==> src/shared/acmc_pkg.sv <==
// constants, states and carriers for the converter mode control block
// assumes a 16-bit control register reached over a 32-bit avalon slave
package acmc_pkg;

  // ***************************************************
  // register map (byte addresses)
  // ***************************************************
  localparam int ACMC_AW = 8;
  localparam logic [7:0] ACMC_OFS_CTRL_ONE = 8'h00;
  localparam logic [7:0] ACMC_OFS_STATUS = 8'h08;
  localparam logic [7:0] ACMC_OFS_EVT_SEL = 8'h0c;
  localparam logic [7:0] ACMC_OFS_G1_SEL = 8'h10;
  localparam logic [7:0] ACMC_OFS_G2_SEL = 8'h14;

  // ***************************************************
  // field positions and reset values
  // ***************************************************
  localparam int ACMC_BIT_CAL_EN = 13;
  localparam int ACMC_BIT_REFERENCE_CONVERT_START = 12;
  localparam int ACMC_BIT_BRIDGE = 11;
  localparam int ACMC_BIT_POL = 10;
  localparam int ACMC_BIT_TEST = 9;
  localparam int ACMC_BIT_STOP = 8;
  localparam int ACMC_BIT_RUN = 5;
  localparam int ACMC_ST_REF_BUSY = 0;
  localparam int ACMC_ST_IN_BUSY = 1;
  localparam int ACMC_ST_DONE = 2;
  localparam logic [15:0] ACMC_RST_REG = 16'h0000;
  localparam logic [2:0] ACMC_RST_STATUS = 3'h0;
  localparam logic [31:0] ACMC_RD_NONE = 32'h0000_0000;

  // ***************************************************
  // sequencer states, one-hot
  // ***************************************************
  typedef enum logic [2:0] {
    ACMC_SEQ_IDLE = 3'b001,
    ACMC_SEQ_REF = 3'b010,
    ACMC_SEQ_INPUT = 3'b100
  } acmc_seq_state_t;

  // ***************************************************
  // carriers
  // ***************************************************
  typedef struct packed {
    logic read;
    logic write;
    logic [ACMC_AW-1:0] address;
    logic [31:0] writedata;
    logic [3:0] byteenable;
  } acmc_av_req_t;

  typedef struct packed {
    logic mux_connect;
    logic ref_to_core;
    logic ref_full;
    logic ref_high;
    logic test_inject;
    logic test_high;
  } acmc_route_t;

endpackage

==> src/logic/acmc_route.sv <==
// analog switch steering for the converter core input
// assumes the switches settle within a cycle of their control changing
`timescale 1ns/100ps
module acmc_route (
  input wire logic mclk,
  input wire logic nrst,
  input wire logic cal_en,
  input wire logic test_en,
  input wire logic bridge,
  input wire logic pol,
  output acmc_pkg::acmc_route_t route_q
);
  import acmc_pkg::*;

  // ***************************************************
  // decode
  // ***************************************************
  acmc_route_t route_d;
  // calibration wins over self-test if software breaks the pairing ban
  assign route_d.mux_connect = !cal_en;
  assign route_d.ref_to_core = cal_en;
  assign route_d.ref_full = cal_en & bridge;
  assign route_d.ref_high = cal_en & pol;
  assign route_d.test_inject = test_en & !cal_en;
  // polarity is dead when neither mode is on
  assign route_d.test_high = test_en & !cal_en & pol;

  // registered so the switches never see a decode glitch
  always_ff @(posedge mclk) begin
    if (!nrst) begin
      route_q <= '{mux_connect: 1'b1, default: 1'b0};
    end else begin
      route_q <= route_d;
    end
  end
endmodule

==> src/logic/acmc_seq.sv <==
// conversion sequencer: starts the core and waits for its end pulse
// assumes the core answers every start with one end-of-conversion pulse
`timescale 1ns/100ps
module acmc_seq (
  input wire logic mclk,
  input wire logic nrst,
  input wire logic run_en,
  input wire logic clk_stop,
  input wire logic ref_req,
  input wire logic in_req,
  input wire logic core_eoc,
  output logic core_start_q,
  output logic ref_done,
  output logic in_done,
  output acmc_pkg::acmc_seq_state_t state_q
);
  import acmc_pkg::*;

  // ***************************************************
  // next state
  // ***************************************************
  acmc_seq_state_t state_d;
  logic go_ref;
  logic go_in;
  logic halt;

  // stopped clocks or a cleared run enable park the machine
  assign halt = !run_en | clk_stop;
  assign go_ref = ref_req & !halt;
  assign go_in = in_req & !ref_req & !halt;
  assign ref_done = (state_q == ACMC_SEQ_REF) & core_eoc;
  assign in_done = (state_q == ACMC_SEQ_INPUT) & core_eoc;

  always_comb begin
    state_d = state_q;
    case (state_q)
      ACMC_SEQ_IDLE: begin
        if (go_ref) begin
          state_d = ACMC_SEQ_REF;
        end else if (go_in) begin
          state_d = ACMC_SEQ_INPUT;
        end
      end
      ACMC_SEQ_REF: begin
        if (halt || core_eoc) begin
          state_d = ACMC_SEQ_IDLE;
        end
      end
      ACMC_SEQ_INPUT: begin
        if (halt || core_eoc) begin
          state_d = ACMC_SEQ_IDLE;
        end
      end
      default: begin
        state_d = ACMC_SEQ_IDLE;
      end
    endcase
  end

  // start pulse lasts one cycle, on leaving idle
  always_ff @(posedge mclk) begin
    if (!nrst) begin
      state_q <= ACMC_SEQ_IDLE;
      core_start_q <= 1'b0;
    end else begin
      state_q <= state_d;
      core_start_q <= (state_q == ACMC_SEQ_IDLE) & (go_ref | go_in);
    end
  end
endmodule

==> src/logic/acmc_top.sv <==
// converter mode control: control register one, the channel select
// registers, a status word and the avalon slave that reaches them
// assumes an avalon-mm master on mclk and a core that pulses
// core_eoc once per conversion it was started for
//
// Added by the designer: the Avalon-MM interface to the registers and the placing of the registers.
`timescale 1ns/100ps

module acmc_top (
  input wire logic mclk,
  input wire logic nrst,
  input acmc_pkg::acmc_av_req_t av_req,
  output logic [31:0] av_readdata,
  output logic av_waitrequest,
  input wire logic core_eoc,
  input wire logic conv_event,
  output logic core_start,
  output acmc_pkg::acmc_route_t route,
  output logic clock_stop
);
  import acmc_pkg::*;

  // ***************************************************
  // state read across sections
  // ***************************************************
  // declared ahead: the decode and merge logic read these before
  // the control and sequencing sections that drive them
  logic clock_stop_q;
  logic [15:0] ctrl_w;
  logic ref_done;
  logic in_done;

  // ***************************************************
  // bus handshake
  // ***************************************************
  logic wait_q;
  logic wait_d;
  logic pend;
  logic take;
  logic wr_take;
  logic [31:0] rdata_q;
  logic [31:0] rdata_d;

  // one wait cycle, then the answer: keeps read data registered
  assign pend = av_req.read | av_req.write;
  assign wait_d = wait_q ? !pend : 1'b1;
  assign take = pend & !wait_q;
  assign wr_take = take & av_req.write;

  always_ff @(posedge mclk) begin
    if (!nrst) begin
      wait_q <= 1'b1;
    end else begin
      wait_q <= wait_d;
    end
  end

  // ***************************************************
  // address decode
  // ***************************************************
  function automatic logic hit(input logic [ACMC_AW-1:0] a,
                               input logic [7:0] ofs);
    hit = (a[ACMC_AW-1:2] == ofs[7:2]);
  endfunction

  logic sel_ctrl;
  logic sel_stat;
  logic sel_evt;
  logic sel_g1;
  logic sel_g2;
  logic pdn_block;

  // power-down fences everything but control one, which must stay
  // reachable or the power-down bit could never be cleared again
  assign pdn_block = clock_stop_q;
  assign sel_ctrl = hit(av_req.address, ACMC_OFS_CTRL_ONE);
  assign sel_stat = hit(av_req.address, ACMC_OFS_STATUS) & !pdn_block;
  assign sel_evt = hit(av_req.address, ACMC_OFS_EVT_SEL) & !pdn_block;
  assign sel_g1 = hit(av_req.address, ACMC_OFS_G1_SEL) & !pdn_block;
  assign sel_g2 = hit(av_req.address, ACMC_OFS_G2_SEL) & !pdn_block;

  // ***************************************************
  // byte lane merge
  // ***************************************************
  function automatic logic [15:0] merge(input logic [15:0] old,
                                        input logic [31:0] wd,
                                        input logic [3:0] be);
    merge[7:0] = be[0] ? wd[7:0] : old[7:0];
    merge[15:8] = be[1] ? wd[15:8] : old[15:8];
  endfunction

  logic [15:0] wmask_ctrl;
  logic [15:0] ctrl_new;
  logic wr_ctrl;
  logic [31:0] wd;
  logic [3:0] be;

  assign wd = av_req.writedata;
  assign be = av_req.byteenable;
  assign wr_ctrl = wr_take & sel_ctrl;
  assign ctrl_new = merge(ctrl_w, wd, be);

  // ***************************************************
  // control register one
  // ***************************************************
  logic cal_en_q;
  logic reference_convert_start_q;
  logic bridge_q;
  logic pol_q;
  logic test_q;
  logic run_q;
  logic reference_convert_start_set;
  logic reference_convert_start_clr;

  // reserved pair 7:6, bit 14 and the fields kept out of this block
  // read zero and keep no state, so a write to them is simply lost
  always_comb begin
    ctrl_w = ACMC_RST_REG;
    ctrl_w[ACMC_BIT_CAL_EN] = cal_en_q;
    ctrl_w[ACMC_BIT_REFERENCE_CONVERT_START] = reference_convert_start_q;
    ctrl_w[ACMC_BIT_BRIDGE] = bridge_q;
    ctrl_w[ACMC_BIT_POL] = pol_q;
    ctrl_w[ACMC_BIT_TEST] = test_q;
    ctrl_w[ACMC_BIT_STOP] = clock_stop_q;
    ctrl_w[ACMC_BIT_RUN] = run_q;
  end

  // plain read/write fields
  always_ff @(posedge mclk) begin
    if (!nrst) begin
      cal_en_q <= ACMC_RST_REG[ACMC_BIT_CAL_EN];
      bridge_q <= ACMC_RST_REG[ACMC_BIT_BRIDGE];
      pol_q <= ACMC_RST_REG[ACMC_BIT_POL];
      test_q <= ACMC_RST_REG[ACMC_BIT_TEST];
      clock_stop_q <= ACMC_RST_REG[ACMC_BIT_STOP];
      run_q <= ACMC_RST_REG[ACMC_BIT_RUN];
    end else if (wr_ctrl) begin
      cal_en_q <= ctrl_new[ACMC_BIT_CAL_EN];
      bridge_q <= ctrl_new[ACMC_BIT_BRIDGE];
      pol_q <= ctrl_new[ACMC_BIT_POL];
      test_q <= ctrl_new[ACMC_BIT_TEST];
      clock_stop_q <= ctrl_new[ACMC_BIT_STOP];
      run_q <= ctrl_new[ACMC_BIT_RUN];
    end
  end

  // start bit: a written 1 sets it, a written 0 does nothing, and
  // only the end of the reference conversion clears it; set wins
  assign reference_convert_start_set = wr_ctrl & be[1] & wd[ACMC_BIT_REFERENCE_CONVERT_START];
  assign reference_convert_start_clr = ref_done;

  always_ff @(posedge mclk) begin
    if (!nrst) begin
      reference_convert_start_q <= ACMC_RST_REG[ACMC_BIT_REFERENCE_CONVERT_START];
    end else if (reference_convert_start_set) begin
      reference_convert_start_q <= 1'b1;
    end else if (reference_convert_start_clr) begin
      reference_convert_start_q <= 1'b0;
    end
  end

  // ***************************************************
  // channel select registers
  // ***************************************************
  logic [15:0] evt_sel_q;
  logic [15:0] g1_sel_q;
  logic [15:0] g2_sel_q;
  logic wr_evt;
  logic wr_g1;
  logic wr_g2;

  assign wr_evt = wr_take & sel_evt;
  assign wr_g1 = wr_take & sel_g1;
  assign wr_g2 = wr_take & sel_g2;

  // held at reset value for as long as run enable is low
  always_ff @(posedge mclk) begin
    if (!nrst || !run_q) begin
      evt_sel_q <= ACMC_RST_REG;
      g1_sel_q <= ACMC_RST_REG;
      g2_sel_q <= ACMC_RST_REG;
    end else begin
      if (wr_evt) begin
        evt_sel_q <= merge(evt_sel_q, wd, be);
      end
      if (wr_g1) begin
        g1_sel_q <= merge(g1_sel_q, wd, be);
      end
      if (wr_g2) begin
        g2_sel_q <= merge(g2_sel_q, wd, be);
      end
    end
  end

  // ***************************************************
  // sequencing
  // ***************************************************
  logic ref_req;
  logic in_req;
  acmc_seq_state_t seq_state;

  // level request: covers both a fresh start write and a start bit
  // already standing when calibration is switched on
  assign ref_req = cal_en_q & reference_convert_start_q;
  // a group write or an event on a populated event group; a trigger
  // that lands while the core is busy is dropped, not queued
  assign in_req = !cal_en_q & (wr_g1 | wr_g2 |
                  (conv_event & (evt_sel_q != ACMC_RST_REG)));

  acmc_seq u_seq (
    .mclk(mclk),
    .nrst(nrst),
    .run_en(run_q),
    .clk_stop(clock_stop_q),
    .ref_req(ref_req),
    .in_req(in_req),
    .core_eoc(core_eoc),
    .core_start_q(core_start),
    .ref_done(ref_done),
    .in_done(in_done),
    .state_q(seq_state)
  );

  // ***************************************************
  // status word
  // ***************************************************
  logic [2:0] stat_q;
  logic done_set;
  logic done_clr;

  assign done_set = ref_done | in_done;
  assign done_clr = wr_take & sel_stat & be[0] & wd[ACMC_ST_DONE];

  // done is sticky; an end pulse in the clearing cycle survives
  always_ff @(posedge mclk) begin
    if (!nrst || !run_q) begin
      stat_q <= ACMC_RST_STATUS;
    end else begin
      stat_q[ACMC_ST_REF_BUSY] <= (seq_state == ACMC_SEQ_REF);
      stat_q[ACMC_ST_IN_BUSY] <= (seq_state == ACMC_SEQ_INPUT);
      stat_q[ACMC_ST_DONE] <= done_set | (stat_q[ACMC_ST_DONE] & !done_clr);
    end
  end

  // ***************************************************
  // read mux
  // ***************************************************
  always_comb begin
    rdata_d = ACMC_RD_NONE;
    if (sel_ctrl) begin
      rdata_d = {16'h0000, ctrl_w};
    end else if (sel_stat) begin
      rdata_d = {29'h0000_0000, stat_q};
    end else if (sel_evt) begin
      rdata_d = {16'h0000, evt_sel_q};
    end else if (sel_g1) begin
      rdata_d = {16'h0000, g1_sel_q};
    end else if (sel_g2) begin
      rdata_d = {16'h0000, g2_sel_q};
    end
  end

  // captured in the wait cycle, presented at the answering edge
  always_ff @(posedge mclk) begin
    if (!nrst) begin
      rdata_q <= ACMC_RD_NONE;
    end else if (pend && wait_q && av_req.read) begin
      rdata_q <= rdata_d;
    end
  end

  // ***************************************************
  // analog steering
  // ***************************************************
  acmc_route u_route (
    .mclk(mclk),
    .nrst(nrst),
    .cal_en(cal_en_q),
    .test_en(test_q),
    .bridge(bridge_q),
    .pol(pol_q),
    .route_q(route)
  );

  assign av_readdata = rdata_q;
  assign av_waitrequest = wait_q;
  assign clock_stop = clock_stop_q;
endmodule

==> config.mk <==
export PLATFORM = sky130hd
export DESIGN_NAME = acmc_top
export DESIGN_NICKNAME = d
export VERILOG_FILES = /design/src/shared/acmc_pkg.sv /design/src/logic/acmc_route.sv /design/src/logic/acmc_seq.sv /design/src/logic/acmc_top.sv
export SDC_FILE = /design/constraint.sdc
export NUM_CORES = 1
export LEC_CHECK = 0
export ABC_AREA = 1
export ABC_CLOCK_PERIOD_IN_PS = 1500
export BUFFER_PORTS_ARGS = -buffer_cell sky130_fd_sc_hd__buf_2
export CORE_MARGIN = 10
export CORE_UTILIZATION = 55
export CTS_BUF_LIST = sky130_fd_sc_hd__clkbuf_4 sky130_fd_sc_hd__clkbuf_8
export DETAILED_ROUTE_END_ITERATION = 6
export GPL_ROUTABILITY_DRIVEN = 0
export GPL_TIMING_DRIVEN = 0
export PLACE_DENSITY = 0.77
export REMOVE_ABC_BUFFERS = 1
export SKIP_CTS_REPAIR_TIMING = 1
export SYNTH_ARGS = -nofsm -noshare
export SYNTH_HDL_FRONTEND = slang
export SYNTH_SLANG_ARGS = --single-unit
export TNS_END_PERCENT = 5
==> constraint.sdc <==
create_clock -name mclk -period 1.5 [get_ports mclk]
set_input_delay 0.075 -clock mclk [delete_from_list [all_inputs] [get_ports mclk]]
set_output_delay 0.075 -clock mclk [all_outputs]
set_load 0.02 [all_outputs]
Yosys cells after proc, flatten, opt, wreduce, memory -nomap -nowiden
Index checks and enable logic that the tools add are counted.
Operators by class
  reduce and logical (&&, ||, !) cells: 27
  multiplexer cells: 11
  bitwise logic cells: 36
  eq/ne operators: 9
Operator list (number)
  16-bit two-way mux: 5
  1-bit bitwise AND: 29
  2-bit AND reduction: 10
  16-bit nonzero test: 1
  6-bit by 2-bit == test with 1-bit output (second input constant): 2
  6-bit by 3-bit == test with 1-bit output (second input constant): 2
  1-bit logical NOT: 9
  3-bit two-way mux: 3
  1-bit OR: 7
  6-bit logical NOT: 1
  3-bit one-hot mux with 2 select lines: 1
  3-bit by 1-bit == test with 1-bit output (second input constant): 1
  3-bit by 2-bit == test with 1-bit output (second input constant): 1
  3-bit == test (second input constant): 1
  3-bit by 1-bit != test with 1-bit output (second input constant): 1
  1-bit logical AND: 2
  1-bit logical OR: 2
  1-bit two-way mux: 2
  2-bit by 1-bit != test with 1-bit output (second input constant): 1
  2-bit nonzero test: 1
  2-bit OR reduction: 1
Word-level totals
  output and inout port bits: 41
  word-level logic and storage cells: 107
  register bits: 101
  input bits: 50

Longest topological paths before layout
Gate-level depths: netlist (run 1).
  word-level depth: 12
  gate-level depth with buffers: 10
  gate-level depth less buffers: 10

Hierarchy
Synthesis (run 1) repeated with hierarchy kept, for this count alone.
Unflattened totals
  cells, all modules: 531
  area, all modules: 3828.7 um^2
By module, submodules not included
  acmc_top: instances 1, cells an instance 478, area each 3432.0 um^2
  acmc_seq: instances 1, cells an instance 37, area each 235.2 um^2
  acmc_route: instances 1, cells an instance 16, area each 161.4 um^2

Worst setup path before layout (run 1)
No wires, ideal clock.
  path kind: flip-flop to flip-flop
  from: reg clock_stop_q, in the netlist clock_stop
  to: reg evt_sel_q[3]
  arrival: 1.373 ns
  required time: 1.414 ns
  path buffers: 1
  stages on the path, launching flop included: 8
  slack: 0.041 ns
  path through: dfxtp_1 > inv_1 > nand4_4 > inv_2 > nand3_2 > buf_2 > nor2_1 > a211oi_1
Between the ends
  word-level cells in the longest chain between the ends: 4
RTL lines
  start: declaration: RTL line acmc_top.sv:28  | logic clock_stop_q;
  start signal: assignment: RTL line acmc_top.sv:135  | clock_stop_q <= ACMC_RST_REG[ACMC_BIT_STOP];
  start signal: assignment: RTL line acmc_top.sv:142  | clock_stop_q <= ctrl_new[ACMC_BIT_STOP];
  1-bit logical NOT: RTL line acmc_top.sv:78  | assign sel_evt = hit(av_req.address, ACMC_OFS_EVT_SEL) & !pdn_block;
  1-bit bitwise AND: RTL line acmc_top.sv:78
  1-bit bitwise AND: RTL line acmc_top.sv:172  | assign wr_evt = wr_take & sel_evt;
  2-bit AND reduction (no source line)
  end signal: assignment: RTL line acmc_top.sv:184  | evt_sel_q <= merge(evt_sel_q, wd, be);
  end: declaration: RTL line acmc_top.sv:165  | logic [15:0] evt_sel_q;
No other way between the ends.
A chain may end at the register's enable or synchronous reset.

Worst setup path after layout (run 1)
  from: reg clock_stop_q, in the netlist clock_stop
  to: reg evt_sel_q[15]
The elaborated chain is that of the path after synthesis.

==> results of run 1 <==
[layer usage]
metal	part of all wire, %	global-route usage, %
met1	43	21.7
met2	47	27.3
met3	8.1	4.34
met4	1.9	7.55
met5	0	0
[worst register-to-register path, cell delays in order, from the launching register on]
cell	delay, ns
dfxtp_4	0.40
clkinvlp_4	0.15
nand4_4	0.21
inv_8	0.19
nand3_2	0.20
a211oi_1	0.27
[cells by family after synthesis]
group | share of synthesized area, %
and+or+nand+nor | 26.4
AOI/OAI and AO/OA | 18.9
buffers and inverters | 10.7
DFF | 44.0
other | 0.0969
[sequential cells by signal, indices dropped and copies added (netlist names)]
signal,cells
bridge_q,1
u_route.route_q,6
av_waitrequest,1
clock_stop,1
pol_q,1
test_q,1
u_seq.core_start_q,1
reference_convert_start_q,1
g2_sel_q,16
g1_sel_q,16
run_q,1
stat_q,3
cal_en_q,1
evt_sel_q,16
u_seq.state_q,3
av_readdata,16
[worst max-delay path by stage]
| stage | cells past startpoint | start | slack (ns) | end |
|---|---|---|---|---|
| 6_report | 5 | clock_stop | -0.004 | evt_sel_q[15] |
| 5_1_grt | 7 | clock_stop | -0.12 | evt_sel_q[1] |
| 4_1_cts | 7 | av_waitrequest | -0.72 | g2_sel_q[6] |
| 3_5_place_dp | 7 | av_waitrequest | -0.68 | g2_sel_q[6] |
| 3_3_place_gp | 6 | av_waitrequest | -0.72 | g2_sel_q[11] |
| 2_1_floorplan | 6 | av_waitrequest | -0.35 | g1_sel_q[10] |
[cells in the mapped netlist (all sizes together)]
cell    count  share of area (%)
a211oi     19                5.2
a21oi      68                8.8
a22oi       1               0.19
a31oi       1               0.16
buf        25                4.7
clkbuf     11                1.1
clkinv      1               0.13
conb        1              0.097
dfxtp      85                 44
inv        49                4.8
nand2     100                 11
nand3      38                5.3
nand4      12                2.3
nor2       51                6.8
nor3        2               0.26
nor4        1               0.16
o211ai      6                1.2
o21a        1               0.19
o21ai      14                1.8
o22ai       7                1.1
o31ai       1               0.19
or2         2               0.32
[stage by stage]
| stage | utilization, % | cell area, um2 |
|---|---|---|
| 6_report | 65.8 | 4490 |
| 4_1_cts | 62.8 | 4290 |
| 2_1_floorplan | - | 3700 |
| 3_3_place_gp | 59.9 | 4100 |
| 5_1_grt | 65.8 | 4490 |
| 3_5_place_dp | 60.3 | 4120 |
[placed cells by master, fill, tap and decap left out, types with 6 or more instances in the layout]
cell type	instances
o211ai_1	6
dlygate4sd3_1	7
inv_1	41
dfxtp_1	84
buf_4	7
conb_1	16
a211oi_2	12
clkbuf_8	9
nand4_1	11
o22ai_1	7
nor2_1	42
buf_2	54
a211oi_1	7
nand3_1	34
o21ai_0	14
nand2_1	91
a21oi_1	68
[report_power, final]
group	leakage (nW)	internal [mW]	switching [mW]	total, mW
logic	0.992	0.0999	0.232	0.332
registers	0.687	2.27	0.0120	2.28
clock network	0.0898	0.607	0.859	1.47
[area by class of cell]
| type | count | area [um2] |
|---|---|---|
| clock inverters | 7 | 48.8 |
| clock buffers | 9 | 124 |
| fillers | 631 | 2340 |
| flip-flops and latches | 85 | 1710 |
| well taps | 96 | 120 |
| inverters | 50 | 209 |
| repair buffers | 70 | 433 |
| multi-input cells | 340 | 1850 |
==> impl_results.md, run 1 <==
* Number of antenna diodes at 0
* Crit-path slowest cell: dfxtp_4
* Number of synthesized register bits at 85
* Worst VDD drop at 0.459 mV
* ANT nets after route at 0
* Reg2reg end: evt_sel_q[15]
* Reg-to-reg setup timing slack at -0.004 ns
* R2r worst-path depth at 5
* CTS H-tree lvls at 3
* Setup Crit Path Kind: reg -> reg
* CP Max Fanout at 19
* Arrival @ worst endpoint at approximately 1.8 ns
* Dpl hpwl at 7.04 mm
* Pin count of the biggest net entering global routing at 32
* Critical Path Max Stage Delay at around 0.40 ns
* Vias in the first global route at around 3200
* RSZ-0062 raised after global routing: true
* Die W at 104 um
* CTS tree: yes
* Max_cap viols at 0
* Clock Tree Buf Depth at 2
* Power, Total at 4.08 mW
* Starting Density at 56.6%
* Final WL at 9.80 mm
* Placement row count at 30
* Nature of the critical path endpoint: register
* Total CTS buffers at 9
* Hold Path Depth at 3
* Layout Cells excl Fill at 657
* Worst path cell trace: clkinvlp_4 > nand4_4 > inv_8 > nand3_2 > a211oi_1
* PD cells at 908 nW/um2
* Post-DR vias/cell at ~5.4
* Top-Level Pins at slightly above 90
* Sink Count at 85
* Worst slack, placed at -0.683 ns
* Placed cell count at 626
* Final setup skew at 0.0116 ns
* Buf+Inv Stages, Crit Path at 2
* Worst hold margin at -0.00711 ns
* Setup Viol. Count Final at 1
* Run status: finished, violations left
* Area grow syn2layout at 16.1%
* Initial antenna violation count at 0
* CP required at 1.77 ns
* Failing checks: hold timing, setup timing
* GRT Residual Overflow at 0
* Share of layout cells above drive strength 1 at about 22%
* Worst-skew pair later-pin latency at 0.36 ns
* Fin. Hold Viols at 1
* DR vias at 3550
* Reg2reg start: clock_stop
* CTS Root Cell: clkbuf_8
* Fin crit period at 1.50 ns
* I/O Buffers at 54
* Fmax at 665 MHz
* Top delay family on crit path: simple AND/OR/NAND/NOR gates
* Slew margin rel. at 64.9%
* Synthesized area per cell at 7.80 um2
* Leak at 1.77 nW
* Post-synthesis sequential area ratio at 44.0%
* Hold EP: stat_q[2]
* Die Span Y at 104 um
* Yosys warning count at 0
* Synth cell types at 34
* Clk pin slew, worst setup/hold paths at around 0.090 ns
* Drt wl/cell at roughly 15 um
* DRT iter0 DRCs at 220
* HP Start: core_eoc
* Min-delay worst type: in -> reg
* Residual DRC at 0
* Startpoint Class: register
* Die ar. at 10800 um2
* Setup WS post-layout at -0.00417 ns
* Final setup TNS at -0.00417 ns
* Synth Instances at 496
* First-pass GRT wire length at 15.5 mm
* Slew at the pin closest to its max-slew limit at 0.527 ns
* Pre-Repair DR Iteration Count at 6
* All-Layer GR Usage at between 10% and 20%
* Total core area at roughly 6800 um2
* Crit share post-route at 100%
* Post-Syn Area at 3870 um2
* Final Net Count at between 600 and 700
* Max-slew violations at 0
(Power assumes the default switching activity.)
==> run 2: changes to the inputs <==
MAX_ROUTING_LAYER = met4   (was default)
==> run 2 against run 1 <==
  * The flow finishes with violations (hold timing)
  * First-iteration DRC count rose by 7.7%
  * Cell count is the same
  * Sequential power is essentially flat
  * Worst hold slack better by 0.0061 ns
  * Critical path depth unchanged
  * Non-clock buffer count unchanged
  * Clock power about the same
  * Final area did not move
  * Combinational power about the same
  * Clock skew down 0.0015 ns
  * Critical endpoint unchanged
  * Largest power group unchanged
  * Highest routed layer unchanged
==> impl_results.md, run 2 (synthesis gave the netlist of run 1 again) <==
* Run status: finished, violations left (unchanged)
* Failing checks: hold timing (was hold timing, setup timing)
* First-pass GRT wire length at 15.5 mm (unchanged)
* CP required at 1.77 ns (about the same)
* Die ar. at 10800 um2 (unchanged)
* Worst-skew pair later-pin latency at 0.36 ns (about the same)
* Max_cap viols at 0 (unchanged)
* Final setup skew at 0.0101 ns (was 0.0116 ns)
* Clk pin slew, worst setup/hold paths at 0.09 ns (about the same)
* Crit share post-route at 99.3% (was 100%)
* CTS tree: yes (unchanged)
* Wire length on met2 at 4.57 mm (about the same)
* Min-delay worst type: in -> reg (unchanged)
* Fin. Hold Viols at 1 (unchanged)
* Final Net Count at 606 (unchanged)
* Pin count of the biggest net entering global routing at 32 (unchanged)
* Setup Crit Path Kind: reg -> reg (unchanged)
* CTS Root Cell: clkbuf_8 (unchanged)
* Fin crit period at 1.49 ns (was 1.50 ns)
* Fmax at 671 MHz (was 665 MHz)
* Top-Level Pins at 91 (unchanged)
* Startpoint Class: register (unchanged)
* Filler cells at 631 (unchanged)
* M1 wire length at 4.40 mm (was 4.25 mm)
* I/O Buffers at 54 (unchanged)
* Post-route cell area at 4490 um2 (unchanged)
* Die Span Y at 104 um (unchanged)
* Commonest non-fill, non-tap cells in the layout: nand2_1, dfxtp_1, a21oi_1, buf_2, nor2_1 (unchanged)
* Post-DR vias/cell at 5.37 (was 5.40)
* Number of antenna diodes at 0 (unchanged)
* Highest Signal Layer: met4 (unchanged)
* Slew margin rel. at 66.4% (was 64.9%)
* Total CTS buffers at 9 (unchanged)
* RSZ-0062 raised after global routing: true (unchanged)
* Slew at the pin closest to its max-slew limit at 0.503 ns (was 0.527 ns)
* Dpl hpwl at 7.04 mm (unchanged)
* Die W at 104 um (unchanged)
* Worst slack, placed at -0.683 ns (unchanged)
* Placed cell count at 626 (unchanged)
* Setup Viol. Count Final at 0 (was 1)
* Share of layout cells above drive strength 1 at 22.5% (unchanged)
* Most common cell after layout, fill and taps aside: nand2_1 (unchanged)
* Sink Count at 85 (unchanged)
* GRT Residual Overflow at 0 (unchanged)
* Total core area at 6830 um2 (unchanged)
* Starting Density at 56.6% (unchanged)
* Nature of the critical path endpoint: register (unchanged)
* PD cells at 906 nW/um2 (was 908 nW/um2)
* Placement row count at 30 (unchanged)
* Setup WS post-layout at 0.00991 ns (was -0.00417 ns)
* All-Layer GR Usage at 17.7% (was 17.3%)
* Final WL at 9.77 mm (was 9.80 mm)
* Worst hold margin at -0.000974 ns (was -0.00711 ns)
* Vias in the first global route at 3185 (was 3184)
* DRT iter0 DRCs at 237 (was 220)
* CTS H-tree lvls at 3 (unchanged)
* CP Max Fanout at 19 (unchanged)
* Initial antenna violation count at 0 (unchanged)
* Drt wl/cell at 14.9 um (about the same)
* Layout Cells excl Fill at 657 (unchanged)
* Max-slew violations at 0 (unchanged)
* Clock Tree Buf Depth at 2 (unchanged)
* DP Area at 4120 um2 (unchanged)
* Worst VDD drop at 0.455 mV (was 0.459 mV)
* Arrival @ worst endpoint at 1.76 ns (was 1.78 ns)
* Leak at 1.77 nW (unchanged)
* ANT nets after route at 0 (unchanged)
* DR vias at 3530 (was 3550)
* Met3 WL at 634 um (was 794 um)
* Pre-Repair DR Iteration Count at 5 (was 6)
* Area grow syn2layout at 16.1% (unchanged)
* Residual DRC at 0 (unchanged)
-- run 2: cell counts in the layout (fill, tap and decap cells not counted) --
No cell type changed its count.
-- run 2: worst paths after layout --
path / start / endpoint / slack [ns] / cells past startpoint
worst min-delay path: core_eoc / stat_q[2] / -0.001 / 3
worst min register to register: bridge_q / u_route.route_q[3] / 0.46 / 2
worst max register to register: clock_stop / evt_sel_q[15] / 0.01 / 5
worst max-delay path: clock_stop / evt_sel_q[15] / 0.01 / 5
-- run 2: stage by stage --
stage / power (mW) / setup TNS (ns) / utilization [%]
after floorplan: 2.49 / -12.43 / -
after global placement: 2.61 / -39.51 / 59.9
after detailed placement: 2.61 / -36.28 / 60.3
after CTS: 4.04 / -38.70 / 62.8
after global routing: 4.22 / -0.980 / 65.8
final: 4.07 / 0 / 65.8
-- run 2: critical path: stages (launching register included) --
cell        delay, ns
dfxtp_4          0.40
clkinvlp_4       0.15
nand4_4          0.20
inv_8            0.18
nand3_2          0.19
a211oi_1         0.27
-- run 2: cell type report --
cell class / instances / area, um2 / area share (%)
multi-input cells: 340 / 1850 / 41.2
flip-flops and latches: 85 / 1710 / 38.0
repair buffers: 70 / 433 / 9.64
inverters: 50 / 209 / 4.65
clock buffers: 9 / 124 / 2.76
well taps: 96 / 120 / 2.67
clock inverters: 7 / 48.8 / 1.09
-- run 2: power by group --
part / switching (mW) / internal (mW)
clock: 0.853 / 0.607
combinational: 0.232 / 0.0999
sequential: 0.0121 / 2.27
-- run 2: layer usage --
| layer | vias up | global-route usage, % |
|---|---|---|
| met5 | - | - |
| met4 | 0 | 7.55 |
| met3 | 18 | 3.72 |
| met2 | 129 | 27.4 |
| met1 | 1630 | 21.9 |
| li1 | 1753 | - |
==> run 3: changes to the inputs <==
BUFFER_PORTS_ARGS = -buffer_cell sky130_fd_sc_hd__buf_4   (was -buffer_cell sky130_fd_sc_hd__buf_2)
==> run 3 against run 2 <==
  * The flow finishes with violations (hold timing, setup timing)
  * Core utilization is 3.6 points higher
  * Fmax is 0.68% lower
  * Clock power is 14% higher
  * Global-route usage is 0.49 points higher
  * Setup slack worse by 0.010 ns
  * Register-to-register slack hardly changed
  * Sequential power hardly changed
  * Non-clock buffer count is 7 higher
  * Routed wire length is 3.2% higher
  * Worst hold slack worse by 0.0054 ns
  * Final area is 5.5% higher
  * Critical path type unchanged
  * Highest routed layer unchanged
==> impl_results.md, run 3 (synthesis gave the netlist of run 1 again) <==
* HP Start: core_eoc (unchanged)
* Sink Count at 85 (unchanged)
* Critical Path Max Stage Delay at 0.40 ns (about the same)
* Most common cell after layout, fill and taps aside: nand2_1 (unchanged)
* Area grow syn2layout at 22.4% (was 16.1%)
* Total core area at 6830 um2 (unchanged)
* Starting Density at 56.6% (unchanged)
* Total CTS buffers at 9 (unchanged)
* Die ar. at 10800 um2 (unchanged)
* Die Span Y at 104 um (unchanged)
* Fmax at 667 MHz (was 671 MHz)
* Clock Tree Buf Depth at 2 (unchanged)
* Buf+Inv Stages, Crit Path at 3 (was 2)
* Hold EP: stat_q[2] (unchanged)
* Filler cells at 565 (was 631)
* Final setup TNS at -0.000237 ns (was 0 ns)
* Commonest non-fill, non-tap cells in the layout: nand2_1, dfxtp_1, a21oi_1, buf_4, nor2_1 (was nand2_1, dfxtp_1, a21oi_1, buf_2, nor2_1)
* Drt wl/cell at 15.2 um (was 14.9 um)
* Reg2reg start: clock_stop (unchanged)
* Setup WS post-layout at -0.000237 ns (was 0.00991 ns)
* Share of layout cells above drive strength 1 at 23.6% (was 22.5%)
* Worst-skew pair later-pin latency at 0.36 ns (about the same)
* Sw Share at 24.8% (was 26.9%)
* I/O Buffers at 54 (unchanged)
* Crit share post-route at 100% (was 99.3%)
* Fin crit period at 1.50 ns (was 1.49 ns)
* CTS tree: yes (unchanged)
* Placement row count at 30 (unchanged)
* Worst path cell trace: clkinvlp_4 > nand4_4 > inv_8 > nand3_4 > inv_2 > nand2_1 > a21oi_1 (was clkinvlp_4 > nand4_4 > inv_8 > nand3_2 > a211oi_1)
* Startpoint Class: register (unchanged)
* Max_cap viols at 0 (unchanged)
* Post-DR vias/cell at 5.40 (was 5.37)
* Top-Level Pins at 91 (unchanged)
* Comb pwr share at 8.7% (was 8.1%)
* Fin. Hold Viols at 1 (unchanged)
* Leak at 1.86 nW (was 1.77 nW)
* DR vias at 3583 (was 3530)
* Reg-to-reg setup timing slack at -0.0002 ns (was 0.01 ns)
* Initial antenna violation count at 0 (unchanged)
* Placed cell count at 626 (unchanged)
* Max-slew violations at 0 (unchanged)
* Arrival @ worst endpoint at 1.79 ns (was 1.76 ns)
* Crit-path slowest cell: dfxtp_4 (unchanged)
* Pint at 3.25 mW (was 2.97 mW)
* Min-delay worst type: in -> reg (unchanged)
* R2r worst-path depth at 7 (was 5)
* Failing checks: hold timing, setup timing (was hold timing)
* CTS Root Cell: clkbuf_8 (unchanged)
* Pre-Repair DR Iteration Count at 5 (unchanged)
* Worst hold margin at -0.00641 ns (was -0.000974 ns)
* Dpl hpwl at 7.07 mm (was 7.04 mm)
* Final setup skew at 0.00946 ns (was 0.0101 ns)
* Number of antenna diodes at 0 (unchanged)
* Pin count of the biggest net entering global routing at 29 (was 32)
* GRT Residual Overflow at 0 (unchanged)
* DRT iter0 DRCs at 303 (was 237)
* Vias in the first global route at 3153 (was 3185)
* Run status: finished, violations left (unchanged)
* RSZ-0062 raised after global routing: true (unchanged)
* Layout Cells excl Fill at 664 (was 657)
* ANT nets after route at 0 (unchanged)
* Final WL at 10.1 mm (was 9.77 mm)
* Switching pwr at 1.07 mW (was 1.10 mW)
* PD cells at 912 nW/um2 (was 906 nW/um2)
* Reg2reg end: evt_sel_q[7] (was evt_sel_q[15])
* Clock Power Share at 38.6% (was 35.8%)
* First-pass GRT wire length at 15.8 mm (was 15.5 mm)
* Slew margin rel. at 66.6% (was 66.4%)
* Slew at the pin closest to its max-slew limit at 0.500 ns (was 0.503 ns)
* Setup Viol. Count Final at 1 (was 0)
* CTS H-tree lvls at 3 (unchanged)
* CP Launch Point: clock_stop (unchanged)
* Setup Crit Path Kind: reg -> reg (unchanged)
* All-Layer GR Usage at 18.2% (was 17.7%)
* CP required at 1.79 ns (was 1.77 ns)
* Final Net Count at 613 (was 606)
* Hold Path Depth at 3 (unchanged)
* Nature of the critical path endpoint: register (unchanged)
* Die W at 104 um (unchanged)
* Clk pin slew, worst setup/hold paths at 0.08 ns (was 0.09 ns)
* Sequential power share at 52.8% (was 56.0%)
* Residual DRC at 0 (unchanged)
* Top delay family on crit path: buffers and inverters (was flip-flops)
* CP Max Fanout at 19 (unchanged)
* Worst VDD drop at 0.432 mV (was 0.455 mV)
==> run 3: changes by cell type in the layout (fill, tap and decap cells not counted), moves of 2 or more <==
| cell | change |
|---|---|
| clkbuf_4 | +2 |
| buf_2 | -54 |
| inv_6 | -2 |
| buf_4 | +60 |
==> run 3: metrics by stage <==
step,util (%),cell area (um2),hold WS (ns),power [mW],worst slack (ns)
finish,69.4,4740,-0.00641,4.32,-0.000237
CTS,65.3,4460,-0.0388,4.28,-0.765
global route,69.4,4740,0.00601,4.47,-0.106
floorplan,-,3700,0.160,2.49,-0.349
global placement,61.9,4230,0.351,2.64,-0.731
detailed placement,62.4,4260,0.356,2.65,-0.711
==> run 3: power by group through the flow <==
stage / Combinational (mW) / Clock, mW / Sequential [mW]
after detailed placement: 0.314 / 0 / 2.33
after global routing: 0.401 / 1.78 / 2.28
after global placement: 0.308 / 0 / 2.33
after floorplan: 0.136 / 0 / 2.35
final: 0.375 / 1.67 / 2.28
after CTS: 0.315 / 1.68 / 2.28
==> run 3: how the worst max path moves through the flow <==
stage,slack (ns),cells after the start,to
floorplan,-0.35,6,g1_sel_q[10]
detailed placement,-0.71,7,g2_sel_q[1]
global placement,-0.73,6,g2_sel_q[10]
global route,-0.11,5,evt_sel_q[15]
CTS,-0.76,7,g2_sel_q[1]
finish,-0.0002,7,evt_sel_q[7]
==> run 3: final cells by class <==
| cell class | instances | area, um2 | share of cell area [%] |
|---|---|---|---|
| flip-flops and latches | 85 | 1710 | 36.0 |
| clock inverters | 4 | 47.5 | 1.00 |
| repair buffers | 77 | 641 | 13.5 |
| inverters | 50 | 211 | 4.46 |
| well taps | 96 | 120 | 2.53 |
| multi-input cells | 340 | 1860 | 39.3 |
| clock buffers | 12 | 153 | 3.22 |
==> run 3: routing by layer <==
metal	routed length (um)	vias to the layer above	track usage, %
li1	-	1766	-
met1	4600	1671	23.3
met2	4670	124	27.3
met3	586	22	3.72
met4	226	0	7.65
met5	0	-	-
==> run 3: worst register-to-register path, delay by kind of cell (launching register included) <==
kind | cells | cell delay [ns]
buffers and inverters | 3 | 0.47
AND/OR/NAND/NOR | 3 | 0.42
flip-flops | 1 | 0.40
AO/OA/AOI/OAI | 1 | 0.13
